==> src/design/irq_status_pkg.sv <==
// Constants for the interrupt status latch bank
package irq_status_pkg;
  // ****************************************
  // Register offsets
  // ****************************************
  localparam logic [11:0] OFS_PLL_LANE    = 12'h023;
  localparam logic [11:0] OFS_PRBS_STATUS = 12'h024;
  localparam logic [11:0] OFS_PAIR_A      = 12'h025;
  localparam logic [11:0] OFS_LANE_FULL   = 12'h30C;
  localparam logic [11:0] OFS_LANE_EMPTY  = 12'h30D;
  // ****************************************
  // Field positions, masks and reset value
  // ****************************************
  localparam int BIT_SERDES_LOCK   = 2;
  localparam int BIT_LANE_ERR      = 1;
  localparam int BIT_OVERPOWER     = 7;
  localparam int BIT_BLANKING      = 5;
  localparam int BIT_OSC_ALIGN     = 4;
  localparam int PRBS_LANES        = 4;
  localparam logic [7:0] MASK_PLL_LANE = 8'h06;
  localparam logic [7:0] MASK_PRBS     = 8'h0F;
  localparam logic [7:0] MASK_PAIR_A   = 8'hB0;
  localparam logic [7:0] RESET_STATUS  = 8'h00;
endpackage : irq_status_pkg

==> src/design/irq_status_latch_bank.sv <==
// Interrupt status latch bank with live or sticky status bits
`timescale 1ns/100ps
module irq_status_latch_bank #(
  parameter int LANES = 8
) (
  input  wire logic             mclk,
  input  wire logic             rst_n,
  input  wire logic             reg_wr,
  input  wire logic             reg_rd,
  input  wire logic [11:0]      reg_addr,
  input  wire logic [7:0]       reg_wdata,
  output logic      [7:0]       reg_rdata,
  output logic                  irq_n,
  input  wire logic             serdes_pll_locked_flag,
  input  wire logic [LANES-1:0] lane_full,
  input  wire logic [LANES-1:0] lane_empty,
  input  wire logic             link_enable,
  input  wire logic             chan3_pattern_error_flag,
  input  wire logic             chan2_pattern_error_flag,
  input  wire logic             chan1_pattern_error_flag,
  input  wire logic             chan0_pattern_error_flag,
  input  wire logic             pair_a_overpower_flag,
  input  wire logic             pair_a_blanking_complete_flag,
  input  wire logic             pair_a_oscillator_align_flag,
  input  wire logic             sticky_en_serdes_lock,
  input  wire logic             sticky_en_lane_buffer,
  input  wire logic             sticky_en_chan3_pattern,
  input  wire logic             sticky_en_chan2_pattern,
  input  wire logic             sticky_en_chan1_pattern,
  input  wire logic             sticky_en_chan0_pattern,
  input  wire logic             sticky_en_pair_a_overpower,
  input  wire logic             sticky_en_pair_a_blanking,
  input  wire logic             sticky_en_pair_a_osc_align
);
  localparam int NSRC = 9;

  // ****************************************
  // Input synchronisers
  // ****************************************
  // Conditions arrive from other logic blocks on other clocks, so all pass two flops
  logic [NSRC-1:0]      raw_cond;
  logic [NSRC-1:0]      sticky_en;
  logic [NSRC-1:0]      cond_s1;
  logic [NSRC-1:0]      cond;
  logic [NSRC-1:0]      cond_prev;
  logic [LANES-1:0]     full_s1;
  logic [LANES-1:0]     full_s;
  logic [LANES-1:0]     empty_s1;
  logic [LANES-1:0]     empty_s;
  logic                 link_s1;
  logic                 link_s;
  logic                 link_prev;
  logic                 lane_err_hold;
  logic [NSRC-1:0]      latched;
  logic [NSRC-1:0]      clear_req;
  logic [NSRC-1:0]      view;

  // Source index: 0 pll lock, 1 lane error, 2..5 chan0..3, 6 osc align, 7 blanking, 8 overpower
  assign raw_cond = {pair_a_overpower_flag, pair_a_blanking_complete_flag, pair_a_oscillator_align_flag,
                     chan3_pattern_error_flag, chan2_pattern_error_flag, chan1_pattern_error_flag,
                     chan0_pattern_error_flag, lane_err_hold, serdes_pll_locked_flag};
  assign sticky_en = {sticky_en_pair_a_overpower, sticky_en_pair_a_blanking, sticky_en_pair_a_osc_align,
                      sticky_en_chan3_pattern, sticky_en_chan2_pattern, sticky_en_chan1_pattern,
                      sticky_en_chan0_pattern, sticky_en_lane_buffer, sticky_en_serdes_lock};

  always_ff @(posedge mclk) begin
    if (!rst_n) begin
      full_s1  <= '0;
      full_s   <= '0;
      empty_s1 <= '0;
      empty_s  <= '0;
      link_s1  <= 1'b0;
      link_s   <= 1'b0;
    end else begin
      full_s1  <= lane_full;
      full_s   <= full_s1;
      empty_s1 <= lane_empty;
      empty_s  <= empty_s1;
      link_s1  <= link_enable;
      link_s   <= link_s1;
    end
  end

  // ****************************************
  // Lane buffer error hold
  // ****************************************
  // Error survives until the link is taken down and brought back up
  always_ff @(posedge mclk) begin
    if (!rst_n) begin
      link_prev     <= 1'b0;
      lane_err_hold <= 1'b0;
    end else begin
      link_prev <= link_s;
      if (link_s && (|full_s || |empty_s)) begin
        lane_err_hold <= 1'b1;
      end else if (link_s && !link_prev) begin
        lane_err_hold <= 1'b0;
      end
    end
  end

  always_ff @(posedge mclk) begin
    if (!rst_n) begin
      cond_s1   <= '0;
      cond      <= '0;
      cond_prev <= '0;
    end else begin
      cond_s1   <= raw_cond;
      cond      <= cond_s1;
      cond_prev <= cond;
    end
  end

  // ****************************************
  // Write-one-to-clear decode
  // ****************************************
  always_comb begin
    clear_req = '0;
    if (reg_wr && reg_addr == irq_status_pkg::OFS_PLL_LANE) begin
      clear_req[0] = reg_wdata[irq_status_pkg::BIT_SERDES_LOCK];
      clear_req[1] = reg_wdata[irq_status_pkg::BIT_LANE_ERR];
    end else if (reg_wr && reg_addr == irq_status_pkg::OFS_PRBS_STATUS) begin
      clear_req[5:2] = reg_wdata[irq_status_pkg::PRBS_LANES-1:0];
    end else if (reg_wr && reg_addr == irq_status_pkg::OFS_PAIR_A) begin
      clear_req[6] = reg_wdata[irq_status_pkg::BIT_OSC_ALIGN];
      clear_req[7] = reg_wdata[irq_status_pkg::BIT_BLANKING];
      clear_req[8] = reg_wdata[irq_status_pkg::BIT_OVERPOWER];
    end
  end

  // ****************************************
  // Sticky latches
  // ****************************************
  // A rising edge in the same cycle as a clear wins, so no event is lost
  always_ff @(posedge mclk) begin
    if (!rst_n) begin
      latched <= '0;
    end else begin
      for (int i = 0; i < NSRC; i++) begin
        if (!sticky_en[i]) begin
          latched[i] <= 1'b0;
        end else if (cond[i] && !cond_prev[i]) begin
          latched[i] <= 1'b1;
        end else if (clear_req[i] || (i == 1 && link_s && !link_prev)) begin
          latched[i] <= 1'b0;
        end
      end
    end
  end

  always_comb begin
    for (int i = 0; i < NSRC; i++) begin
      view[i] = sticky_en[i] ? latched[i] : cond[i];
    end
  end

  always_ff @(posedge mclk) begin
    if (!rst_n) begin
      irq_n <= 1'b1;
    end else begin
      irq_n <= ~(|(latched & sticky_en));
    end
  end

  // ****************************************
  // Read data
  // ****************************************
  always_ff @(posedge mclk) begin
    if (!rst_n) begin
      reg_rdata <= irq_status_pkg::RESET_STATUS;
    end else if (reg_rd) begin
      if (reg_addr == irq_status_pkg::OFS_PLL_LANE) begin
        reg_rdata <= {5'h00, view[0], view[1], 1'b0};
      end else if (reg_addr == irq_status_pkg::OFS_PRBS_STATUS) begin
        reg_rdata <= {4'h0, view[5:2]};
      end else if (reg_addr == irq_status_pkg::OFS_PAIR_A) begin
        reg_rdata <= {view[8], 1'b0, view[7], view[6], 4'h0};
      end else if (reg_addr == irq_status_pkg::OFS_LANE_FULL) begin
        reg_rdata <= 8'(full_s);
      end else if (reg_addr == irq_status_pkg::OFS_LANE_EMPTY) begin
        reg_rdata <= 8'(empty_s);
      end else begin
        reg_rdata <= 8'h00;
      end
    end
  end
endmodule : irq_status_latch_bank

==> config.mk <==
export PLATFORM = sky130hd
export DESIGN_NAME = irq_status_latch_bank
export DESIGN_NICKNAME = d
export VERILOG_FILES = /design/src/design/irq_status_pkg.sv /design/src/design/irq_status_latch_bank.sv
export SDC_FILE = /design/constraint.sdc
export NUM_CORES = 1
export LEC_CHECK = 0
export ABC_AREA = 1
export ABC_CLOCK_PERIOD_IN_PS = 1530
export BUFFER_PORTS_ARGS = -buffer_cell sky130_fd_sc_hd__buf_4
export CAP_MARGIN = 20
export CORE_MARGIN = 1
export CORE_UTILIZATION = 50
export DETAILED_ROUTE_END_ITERATION = 8
export GPL_ROUTABILITY_DRIVEN = 0
export GPL_TIMING_DRIVEN = 0
export PLACE_DENSITY = 0.79
export RECOVER_POWER = 50
export SYNTH_ARGS = -nofsm -noshare
export SYNTH_HDL_FRONTEND = slang
export SYNTH_SLANG_ARGS = --single-unit
==> constraint.sdc <==
create_clock -name mclk -period 1.53 [get_ports mclk]
set_clock_uncertainty 0.15 [all_clocks]
set_input_delay 0.0765 -clock mclk [delete_from_list [all_inputs] [get_ports mclk]]
set_output_delay 0.0765 -clock mclk [all_outputs]
set_load 0.005 [all_outputs]
* Word-level counts from Yosys, hierarchy flattened *
Index checks and enable logic that the tools add are counted.

cells by class
  reduce and logical (&&, ||, !) cells = 48
  bitwise gates (word level) = 2
  multiplexer cells = 39
  eq/ne operators = 5

operators by type and width
  cell                  count
  $mux 8                5
  $eq 12x6->1 const B   3
  $mux 1                29
  $eq 12x10->1 const B  2
  $reduce_bool 2->1     10
  $reduce_and 2->1      9
  $reduce_or 8->1       2
  $logic_and 1x1->1     14
  $logic_not 1->1       10
  $and 9x9->9           1
  $reduce_or 9->1       1
  $mux 7                1
  $mux 3                2
  $mux 4                1
  $logic_or 1x1->1      2
  $mux 2                1
  $not 1->1             1

word-level totals
  flip-flop bits (word level) = 81
  bits of input ports = 58
  output and inout bits = 9

* Logic depth before layout (Yosys ltp) *
Gate-level depths: netlist of the first run.

  depth after elaboration = 7
  gate-level depth with buffers = 10
  mapped depth without buffers = 10

* Least setup slack after synthesis of the first run *
No wires, ideal clock.

  kind = in2reg
  start = in reg_addr[11]
  end = reg reg_rdata[4]
  buffers on the path = 0
  data arrival time = 780 ps
  stages on the path = 8
  slack = 477 ps
  data required time = 1257 ps
  cell sequence = nor2_1 -> nand2_1 -> nor2_4 -> nand2_1 -> nor2_1 -> nor2_1 -> nand2_1 -> a21oi_1

on the way
  longest elaborated chain between the ends = 6
  elaborated cells between the ends (all ways) = 10
  classes of those cells = 5 x eq/ne; 5 x mux

ends and longest elaborated chain
  item                    line                          text
  start: declaration      irq_status_latch_bank.sv:10   input wire logic [11:0] reg_addr,
  $eq 12x10->1            irq_status_latch_bank.sv:180  end else if (reg_addr == irq_status_pkg::OFS_LANE_EMPTY) begin
  $mux 8                  irq_status_latch_bank.sv:180
  $mux 8                  irq_status_latch_bank.sv:178  end else if (reg_addr == irq_status_pkg::OFS_LANE_FULL) begin
  $mux 8                  irq_status_latch_bank.sv:176  end else if (reg_addr == irq_status_pkg::OFS_PAIR_A) begin
  $mux 8                  irq_status_latch_bank.sv:174  end else if (reg_addr == irq_status_pkg::OFS_PRBS_STATUS) begin
  $mux 8 (*)              irq_status_latch_bank.sv:172  if (reg_addr == irq_status_pkg::OFS_PLL_LANE) begin
  end signal: assignment  irq_status_latch_bank.sv:173  reg_rdata <= {5'h00, view[0], view[1], 1'b0};
  end signal: assignment  irq_status_latch_bank.sv:175  reg_rdata <= {4'h0, view[5:2]};
  end signal: assignment  irq_status_latch_bank.sv:177  reg_rdata <= {view[8], 1'b0, view[7], view[6], 4'h0};
  end: declaration        irq_status_latch_bank.sv:12   output logic [7:0] reg_rdata,

Mark *: on every way between the ends. The rest lies on a longest branch, timed or not.
A chain may end at the register's enable or synchronous reset.

* Worst setup path after layout of the first run *
  start = in reg_wr
  end = reg latched[2]

on the way
  longest elaborated chain between the ends = 4
  elaborated cells between the ends (all ways) = 5
  classes of those cells = 2 x mux; 3 x reduce/logical

ends and longest elaborated chain
  item                             line                          text
  start: declaration               irq_status_latch_bank.sv:8    input wire logic reg_wr,
  $logic_and 1x1->1                irq_status_latch_bank.sv:122  end else if (reg_wr && reg_addr == irq_status_pkg::OFS_PRBS_STATUS) begin
  $mux 4                           irq_status_latch_bank.sv:122
  $mux 7 (*)                       irq_status_latch_bank.sv:119  if (reg_wr && reg_addr == irq_status_pkg::OFS_PLL_LANE) begin
  $reduce_bool 2->1 (no line) (*)  --
  end signal: assignment           irq_status_latch_bank.sv:137  latched <= '0;
  end signal: indexed assignment   irq_status_latch_bank.sv:141  latched[i] <= 1'b0;
  end signal: indexed assignment   irq_status_latch_bank.sv:143  latched[i] <= 1'b1;
  end: declaration                 irq_status_latch_bank.sv:54   logic [NSRC-1:0] latched;

Marked as above.

==> results by group, run 1 <==
Final layout
  • Diode count: 0
  • Layout area overhead: 40.9%
  • Ratio of cells with drive above 1 in the final layout: 20.0%
  • Post-layout instance area: 4340 um^2
  • Layout fillers: 457
  • Util after Layout: 73.2%
  • Nets@finish: 593

Floorplanning
  • Row count: 28
  • Top-level I/O count: 67
  • Starting Density: 52.0%
  • Die height: 80.4 um
  • Die W: 80.4 um
  • Die footprint: 6470 um^2
  • Core area: 5920 um^2

Clock tree
  • Max Root-Sink Buffers: 2
  • Post_cts resized: 0
  • Clock Latency Late Sink: 340 ps
  • Clk sink count: 81
  • CTS tree: yes
  • CTS buffer count: 9
  • CTS H-tree depth: 3
  • Clock root cell: clkbuf_8
  • Clock-pin slew on the worst setup and hold paths: 80 ps

Detailed routing
  • DR vias: 2814
  • Post-route ant nets: 0
  • Wire length per cell: 11.6 um
  • DRT iter0 DRCs: 117
  • Routed WL: 7110 um
  • # DRC: 0
  • Vias/cell: 4.58
  • Drt pass-1 iters: 4

STA
  • Final Cycle Share: 95.2%
  • Fin. Hold Viols: 0
  • Worst slew pin tran: 526 ps
  • Final Hold Slack: 153 ps
  • Rel. slew slack: 65.0%
  • Final setup viols: 0
  • Post-route minimum period: 1460 ps
  • Max-slew violation count: 0
  • Setup TNS: 0 ps
  • RSZ-0062 raised after global routing: false
  • Maximum clock frequency: 686 MHz

Worst setup path
  • Arrival @ worst endpoint: 1580 ps
  • CP most frequent cell: dlygate4sd3_1
  • CP Capture Type: register
  • WP data required: 1650 ps
  • Crit-path slowest cell: dlygate4sd3_1
  • Crit path cell chain: dlygate4sd3_1 -> buf_4 -> nand3_1 -> dlygate4sd3_1 -> nand2_1 -> a21oi_1
  • CP max stage delay: 540 ps
  • Startpoint class of the critical path: input pin
  • Setup Crit Path Kind: in -> reg
  • Crit path max fanout: 6

Synth
  • Synth Instances: 413
  • Syn Nets: 471
  • Post-synthesis xor/xnor area fraction: 0%
  • Mean post-synth cell area: 7.45 um^2
  • Post-synthesis adder-cell area fraction: 0%
  • Synth Area in Compound Gates: 5.53%
  • Sequential share of the synthesized area: 52.7%
  • Largest family of logic cells by synthesized area: simple AND/OR/NAND/NOR gates
  • Simple-Gate Fraction of Synth Area: 29.0%
  • Yosys cell types: 26
  • Synthesized cell area: 3080 um^2
  • Post-synthesis mux area share: 0.325%
  • Ys Warns: 0
  • FF+latch count, synth: 81

GRT
  • Aggregate global-route resource usage: 24.6%
  • Met2 usage in global routing: 46.2%
  • GRT met3 Usage: 6.36%
  • Met1 Usage GRT: 26.4%
  • First-pass GRT wire length: 11900 um
  • GR Overflow Total: 0
  • Vias in the first global route: 2759
  • Pin count of the biggest net entering global routing: 13
  • Grt peak-use layer: met2
  • Initial antenna violation count: 0

Worst hold path
  • Worst min path class: in -> reg

Power and ir drop
  • Static Leakage: 2.36 nW
  • Overall power: 4.36 mW
  • Cell Pwr Density: 1010 nW/um^2
  • Worst vdd ir: 0.675 mV

Placed design
  • Post-DP Area: 3650 um^2
  • PortBufs: 64
  • Detailed Place HPWL: 4580 um

Flow run
  • Total of max-cap violations: 0

Status
  • Status: complete, no violations
==> logic make-up (layout without fill, tap and decap cells) <==
kind of cell / count (synthesis) / after routing
simple gates: 197 / 197
mux: 1 / 1
buf+inv: 101 / 227
compound gates: 33 / 33
flops: 81 / 81
==> worst max-delay path: cells and delay by family <==
family	cells	cell delay, ps
and+or+nand+nor	2	130
AOI/OAI and AO/OA	1	120
buffers and inverters	3	1250
==> flip-flops by register name, summed over array words and instances, names as in the netlist <==
signal,flops
cond,9
cond_prev,9
cond_s1,9
empty_s,8
empty_s1,8
full_s,8
full_s1,8
irq_n,1
lane_err_hold,1
latched,9
link_prev,1
link_s,1
link_s1,1
reg_rdata,8
==> synthesized netlist by cell type <==
library cell	count	area share, %
nand3_1	15	2.4
mux2i_1	1	0.33
nand2_4	2	0.73
a21boi_0	1	0.24
o31ai_1	1	0.24
buf_2	2	0.33
nand4_1	5	1.0
o21ai_0	14	2.3
dfxtp_1	81	53
clkbuf_1	4	0.49
nand2_1	132	16
or2_2	8	1.6
a21oi_1	17	2.8
nor2_2	3	0.61
inv_1	85	10
nand2_2	5	1.0
clkinv_1	1	0.12
buf_1	2	0.24
nor2_4	4	1.5
nor4_1	4	0.81
nor3_1	1	0.16
nor2_8	1	0.65
inv_2	7	0.85
nor2_1	15	1.8
nand3b_1	1	0.24
nand3_2	1	0.33
==> final timing paths <==
| check | from | cells after the start | slack (ps) | end |
|---|---|---|---|---|
| worst min-delay path | reg_addr[3] | 8 | 150 | reg_rdata[1]$_SDFFE_PN0P_ |
| worst max register to register | cond[3]$_SDFF_PN0_ | 8 | 270 | reg_rdata[1]$_SDFFE_PN0P_ |
| worst max-delay path | reg_wr | 6 | 70 | latched[2]$_SDFFE_PN0P_ |
| worst min register to register | full_s1[2]$_SDFF_PN0_ | 2 | 260 | full_s[2]$_SDFF_PN0_ |
==> layout make-up <==
cell class / instances / area (um^2) / share of cell area (%)
Clock buffer: 13 / 169 / 3.90
Inverter: 93 / 349 / 8.05
Sequential cell: 81 / 1620 / 37.4
Clock inverter: 2 / 60.1 / 1.39
Tap cell: 75 / 93.8 / 2.16
Buffer: 8 / 31.3 / 0.722
Multi-Input combinational cell: 231 / 1070 / 24.8
Timing Repair Buffer: 111 / 937 / 21.6
==> timing repair <==
action                     CTS  global route
hold buffers                46             0
setup endpoints to repair    0             1
hold endpoints to repair    40             0
buffers inserted             0             1
==> power by group <==
part | switching, mW | leakage (nW) | total, mW | internal [mW]
clock | 0.691 | 0.116 | 1.74 | 1.05
sequential | 0.0316 | 0.665 | 2.22 | 2.19
combinational | 0.183 | 1.57 | 0.408 | 0.224
==> routing by layer <==
layer	part of all wire, %	vias up
met2	52	80
li1	-	1464
met3	5.0	11
met1	41	1259
met4	2.1	0
met5	0	-
==> per-stage QoR <==
stage | worst slack [ps] | cells
after global placement | 211 | 552
after detailed placement | 164 | 552
after global routing | 4.57 | 614
final | 73.2 | 614
after CTS | 108 | 613
after floorplan | 477 | 413
==> layout by cell type, fill, tap and decap left out, types with 3 or more instances in the layout <==
cell,synthesis,layout
dlygate4sd3_1,0,46
nand2_1,132,132
o21ai_0,14,14
a21oi_1,17,17
nand4_1,5,5
buf_4,0,54
inv_2,7,7
nor2_4,4,4
dfxtp_1,81,81
inv_1,85,85
nor2_1,15,15
nor4_1,4,4
or2_2,8,8
clkbuf_8,0,12
nor2_2,3,3
clkbuf_4,0,8
nand3_1,15,15
nand2_2,5,5
clkbuf_1,4,9
No activity file was read; power rests on OpenSTA's default activity.
==> run 2: changes to the inputs <==
Settings changed: CORE_ASPECT_RATIO set to 0.5.
==> run 2 against run 1 <==
Net effect:
- fmax is 1.1% lower
- routed wire length increased by 1.7%
- setup slack worse by 17 ps
- final cell count unchanged
- power increased by 11%
- register-to-register slack worse by 20 ps
- critical path type unchanged
- largest power group unchanged
==> results by group, run 2 (synthesis results as in run 1) <==
Worst hold path
  • Worst Min Path Start: reg_addr[3]
  • Hold Crit Depth: 8
  • Worst min path class: in -> reg

Final layout
  • Layout fillers: 375
  • Most frequent cells in the layout: nand2_1, inv_1, dfxtp_1
  • Util after Layout: 77.5%
  • Layout area overhead: 43.8%
  • Commonest non-fill, non-tap cell in the layout: nand2_1
  • Nets@finish: 594
  • Diode count: 0
  • Ratio of cells with drive above 1 in the final layout: 20.7%

STA
  • Final Hold Slack: 166 ps
  • Rel. slew slack: 63.3%
  • Setup TNS: 0 ps
  • Fin. Hold Viols: 0
  • Post-route minimum period: 1470 ps
  • Max-slew violation count: 0
  • Final setup viols: 0
  • PnR worst setup slack: 56.6 ps
  • Final Cycle Share: 96.3%
  • RSZ-0062 raised after global routing: false
  • Worst slew pin tran: 551 ps
  • Maximum clock frequency: 679 MHz

Worst setup path
  • Crit path cell chain: dlygate4sd3_1 -> buf_4 -> nand3_1 -> dlygate4sd3_1 -> nand2_1 -> a21oi_1
  • Worst Reg-to-Reg Cells: 6
  • Arrival @ worst endpoint: 1590 ps
  • Setup Crit Path Kind: in -> reg
  • Worst setup path startpoint: reg_wr
  • Crit-path slowest cell: dlygate4sd3_1
  • Startpoint class of the critical path: input pin
  • CP Capture Type: register
  • Crit path max fanout: 6
  • CP most frequent cell: dlygate4sd3_1
  • Reg-to-Reg Start: cond[8]$_SDFF_PN0_
  • CP max stage delay: 550 ps
  • WP data required: 1650 ps

Floorplanning
  • Starting Density: 53.9%
  • Die height: 57.5 um
  • Top-level I/O count: 67
  • Die W: 113 um
  • Row count: 19
  • Core area: 5710 um^2
  • Die footprint: 6490 um^2

Detailed routing
  • Post-route ant nets: 0
  • # DRC: 0
  • DR vias: 2802
  • Wire length per cell: 11.8 um
  • DRT iter0 DRCs: 160
  • Drt pass-1 iters: 4
  • Vias/cell: 4.56
  • Routed WL: 7240 um

Clock tree
  • Post_cts resized: 0
  • CTS H-tree depth: 3
  • Clock-pin slew on the worst setup and hold paths: 60 ps
  • CTS buffer count: 9
  • Clock root cell: clkbuf_16
  • Clock Latency Late Sink: 330 ps
  • Clk sink count: 81
  • Max Root-Sink Buffers: 2
  • CTS tree: yes

Placed design
  • Detailed Place HPWL: 4730 um
  • Pre-CTS setup slack: 162 ps
  • PortBufs: 64

GRT
  • Aggregate global-route resource usage: 24.4%
  • First-pass GRT wire length: 11800 um
  • Vias in the first global route: 2665
  • GR Overflow Total: 0
  • Pin count of the biggest net entering global routing: 16
  • Initial antenna violation count: 0

Flow run
  • Total of max-cap violations: 0

Power and ir drop
  • Worst vdd ir: 0.644 mV
  • Static Leakage: 2.40 nW
  • Overall power: 4.83 mW
  • Cell Pwr Density: 1090 nW/um^2

Status
  • Status: complete, no violations
[run 2: cell count changes in the layout (fill, tap and decap cells not counted), sizes merged]
cell / before / now
clkinv: 1 / 3
bufinv: 2 / 1
inv: 92 / 95
clkbuf: 29 / 26
buf: 57 / 58
[run 2: final cells by class]
class	count	area, um^2	area share, %
Sequential cell	81	1620	36.7
Multi-Input combinational cell	231	1070	24.3
Timing Repair Buffer	112	945	21.4
Inverter	93	349	7.89
Clock buffer	10	239	5.40
Tap cell	73	91.3	2.06
Clock inverter	6	72.6	1.64
Buffer	8	32.5	0.735
[run 2: worst paths after layout]
| check | endpoint | slack, ps |
|---|---|---|
| min | reg_rdata[1]$_SDFFE_PN0P_ | 170 |
| max | latched[2]$_SDFFE_PN0P_ | 60 |
| max reg2reg | reg_rdata[7]$_SDFFE_PN0P_ | 250 |
| min reg2reg | full_s[5]$_SDFF_PN0_ | 260 |
[run 2: critical path: cells and delay by family]
family,cells,cell delay [ps]
buf+inv,3,1270
simple gates,2,140
compound gates,1,100
[run 2: layer usage]
| layer | global-route usage [%] | vias to the layer above | wire [um] | part of all wire (%) |
|---|---|---|---|---|
| li1 | - | 1465 | - | - |
| met1 | 30.8 | 1233 | 3380 | 47 |
| met2 | 41.1 | 84 | 3300 | 46 |
| met3 | 6.48 | 20 | 415 | 5.7 |
| met4 | 8.65 | 0 | 135 | 1.9 |
| met5 | 0 | - | 0 | 0 |
[run 2: power by group]
part	internal (mW)	total (mW)	switching (mW)	leakage [nW]
combinational	0.224	0.409	0.185	1.58
clock	1.33	2.20	0.871	0.155
sequential	2.19	2.22	0.0328	0.665
total	3.74	4.83	1.09	2.40
[run 2: through the flow]
stage / instances / cell area [um^2]
finish: 614 / 4420
global route: 614 / 4420
CTS: 612 / 4420
detailed placement: 550 / 3650
global placement: 550 / 3650
floorplan: 413 / 3080
[run 2: repair_timing]
action / 4_1_cts / 5_1_grt
buffers inserted: 0 / 2
endpoints found under the setup margin: 0 / 1
endpoints found under the hold margin: 39 / 0
hold buffers: 46 / 0
==> run 3: changes to the inputs <==
Settings changed: ABC_AREA 1 to unset, BUFFER_PORTS_ARGS -buffer_cell sky130_fd_sc_hd__buf_4 to unset, DONT_BUFFER_PORTS set to 1, PLACE_DENSITY 0.79 to 0.7.
==> run 3 against run 2 <==
Net effect:
- clock power rose by 3%
- final area fell by 16%
- synthesized cell count fell by 34%
- die area fell by 6.7%
- fmax rose by 3.5%
- power fell by 1.3%
- via count fell by 24%
- critical path type is now reg -> reg
- critical endpoint is now reg_rdata[2]$_SDFFE_PN0P_
- largest cell class unchanged
==> results by group, run 3 <==
GRT
  • Initial antenna violation count: 0
  • Vias in the first global route: 2130
  • First-pass GRT wire length: 10200 um
  • Pin count of the biggest net entering global routing: 14
  • GR Overflow Total: 0
  • Aggregate global-route resource usage: 23.6%

Synth
  • Synthesized cell area: 2870 um^2
  • Synth Instances: 271
  • Yosys cell types: 41
  • EDFF count, synth: 0
  • Async S/R FF share, synth: 0%
  • Area leader, netlist: dfxtp_1
  • Ys flop type: dfxtp_1
  • Top cells by count, synth: dfxtp_1, and2_1, nand2_1, mux2i_1
  • Sequential share of the synthesized area: 56.6%
  • Synth top area cells: dfxtp_1, and2_1, mux2i_1
  • Most common cell in the netlist: dfxtp_1
  • FF+latch count, synth: 81
  • Mean post-synth cell area: 10.6 um^2
  • Syn Nets: 329
  • Ys Warns: 0
  • Post-synth top area share: 56.6%

Floorplanning
  • Top-level I/O count: 67
  • Die height: 55.5 um
  • Die footprint: 6060 um^2
  • Row count: 19
  • Starting Density: 52.2%
  • Core area: 5490 um^2
  • Die W: 109 um

STA
  • Fin. Hold Viols: 0
  • Worst slew pin tran: 413 ps
  • Max-slew violation count: 0
  • Final Cycle Share: 93.1%
  • Post-route minimum period: 1420 ps
  • Rel. slew slack: 72.4%
  • Final Hold Slack: 9.37 ps
  • Final setup viols: 0
  • Maximum clock frequency: 702 MHz
  • RSZ-0062 raised after global routing: false
  • PnR worst setup slack: 106 ps

Detailed routing
  • Top Layer Used: met4
  • Met3 routed WL: 520 um
  • Drt pass-1 iters: 4
  • Post-route ant nets: 0
  • Routed WL: 6290 um
  • Met2 routed WL: 2870 um
  • Wire length per cell: 15.6 um
  • Post-Route M1 WL: 2810 um
  • Vias/cell: 5.28
  • DRT iter0 DRCs: 122
  • # DRC: 0
  • DR vias: 2128

Final layout
  • Ratio of cells with drive above 1 in the final layout: 7.88%
  • Diode count: 0
  • Final Non-Filler Cells: 403
  • Util after Layout: 67.9%
  • Layout area overhead: 30.2%
  • Layout fillers: 444
  • Nets@finish: 384
  • Reg area: 1620 um^2
  • Commonest non-fill, non-tap cell in the layout: dfxtp_1
  • Area of the multi-input gates: 1180 um^2
  • Most frequent cells in the layout: dfxtp_1, and2_1, dlygate4sd3_1

Clock tree
  • CTS H-tree depth: 3
  • Clk sink count: 81
  • Clock root cell: clkbuf_16
  • CTS tree: yes
  • Clock Latency Late Sink: 340 ps
  • Max Root-Sink Buffers: 2
  • Setup bufs post-CTS: 0
  • Clock-pin slew on the worst setup and hold paths: 60 ps
  • CTS buffer count: 9

Worst setup path
  • Crit path max-delay family: simple AND/OR/NAND/NOR gates
  • Crit path max fanout: 2
  • Crit-path slowest cell: or4_1
  • WP data required: 1640 ps
  • Startpoint class of the critical path: register
  • CP Capture Type: register
  • Number of buffers and inverters on the critical path: 0
  • Crit path cell chain: mux2i_1 -> or4_1 -> o211a_1 -> o31ai_2
  • Arrival @ worst endpoint: 1530 ps
  • Setup Crit Path Kind: reg -> reg
  • CP max stage delay: 410 ps

Worst hold path
  • Worst min path class: in -> reg

Placed design
  • Placed cell count: 344
  • Pre-CTS setup slack: -157 ps
  • Detailed Place HPWL: 4240 um
  • PortBufs: 0

Power and ir drop
  • Worst vdd ir: 0.976 mV
  • Static Leakage: 1.44 nW
  • Cell Pwr Density: 1280 nW/um^2

Status
  • Status: complete, no violations

Flow run
  • Total of max-cap violations: 0
-- run 3: layout make-up --
| type | instances | area share (%) |
|---|---|---|
| clock inverter | 4 | 2.08 |
| clock buffer | 11 | 6.51 |
| buffer | 10 | 1.64 |
| timing repair buffer | 45 | 12.1 |
| sequential | 81 | 43.5 |
| multi-input combinational | 179 | 31.8 |
| tap | 73 | 2.45 |
-- run 3: what timing repair did --
| action | 4_1_cts | 5_1_grt |
|---|---|---|
| endpoints found under the hold margin | 46 | 0 |
| endpoints found under the setup margin | 0 | 7 |
| gates resized for setup | 0 | 6 |
| hold buffers | 45 | 0 |
-- run 3: final timing paths --
check / slack, ps / end / startpoint / depth (start not counted)
max reg2reg: 110 / reg_rdata[2]$_SDFFE_PN0P_ / full_s[2]$_SDFF_PN0_ / 4
min: 9 / reg_rdata[3]$_SDFFE_PN0P_ / sticky_en_chan3_pattern / 3
min reg2reg: 280 / empty_s[0]$_SDFF_PN0_ / empty_s1[0]$_SDFF_PN0_ / 1
max: 110 / reg_rdata[2]$_SDFFE_PN0P_ / full_s[2]$_SDFF_PN0_ / 4
-- run 3: kinds of logic (layout without fill, tap and decap cells) --
family | count (synthesis) | in the layout | share of synthesized area, %
AO/OA/AOI/OAI | 39 | 39 | 9.56
buffers and inverters | 11 | 70 | 2.49
flip-flops | 81 | 81 | 56.6
multiplexers | 16 | 16 | 5.59
AND/OR/NAND/NOR | 124 | 124 | 25.8
-- run 3: routing by layer --
metal	vias up	global-route usage, %
met2	58	35.6
met5	-	0
met4	0	9.27
li1	1047	-
met3	10	11.3
met1	1013	28.9
-- run 3: where the power goes --
part | leakage [nW] | internal, mW | switching, mW
clock | 0.156 | 1.47 | 0.801
combinational | 0.620 | 0.161 | 0.118
sequential | 0.665 | 2.19 | 0.0308
total | 1.44 | 3.82 | 0.950
-- run 3: worst min-delay path, cell delays in order --
cell and delay [ps]:
mux2i_1 80, o22a_1 190, o21ai_1 110
-- run 3: through the flow --
step | setup TNS [ps] | instance area, um^2 | power, mW
after CTS | 0 | 3730 | 4.79
after floorplan | -477 | 2870 | 2.39
after detailed placement | -1080 | 2960 | 2.44
after global routing | 0 | 3730 | 4.94
after global placement | -938 | 2960 | 2.43
final | 0 | 3730 | 4.77
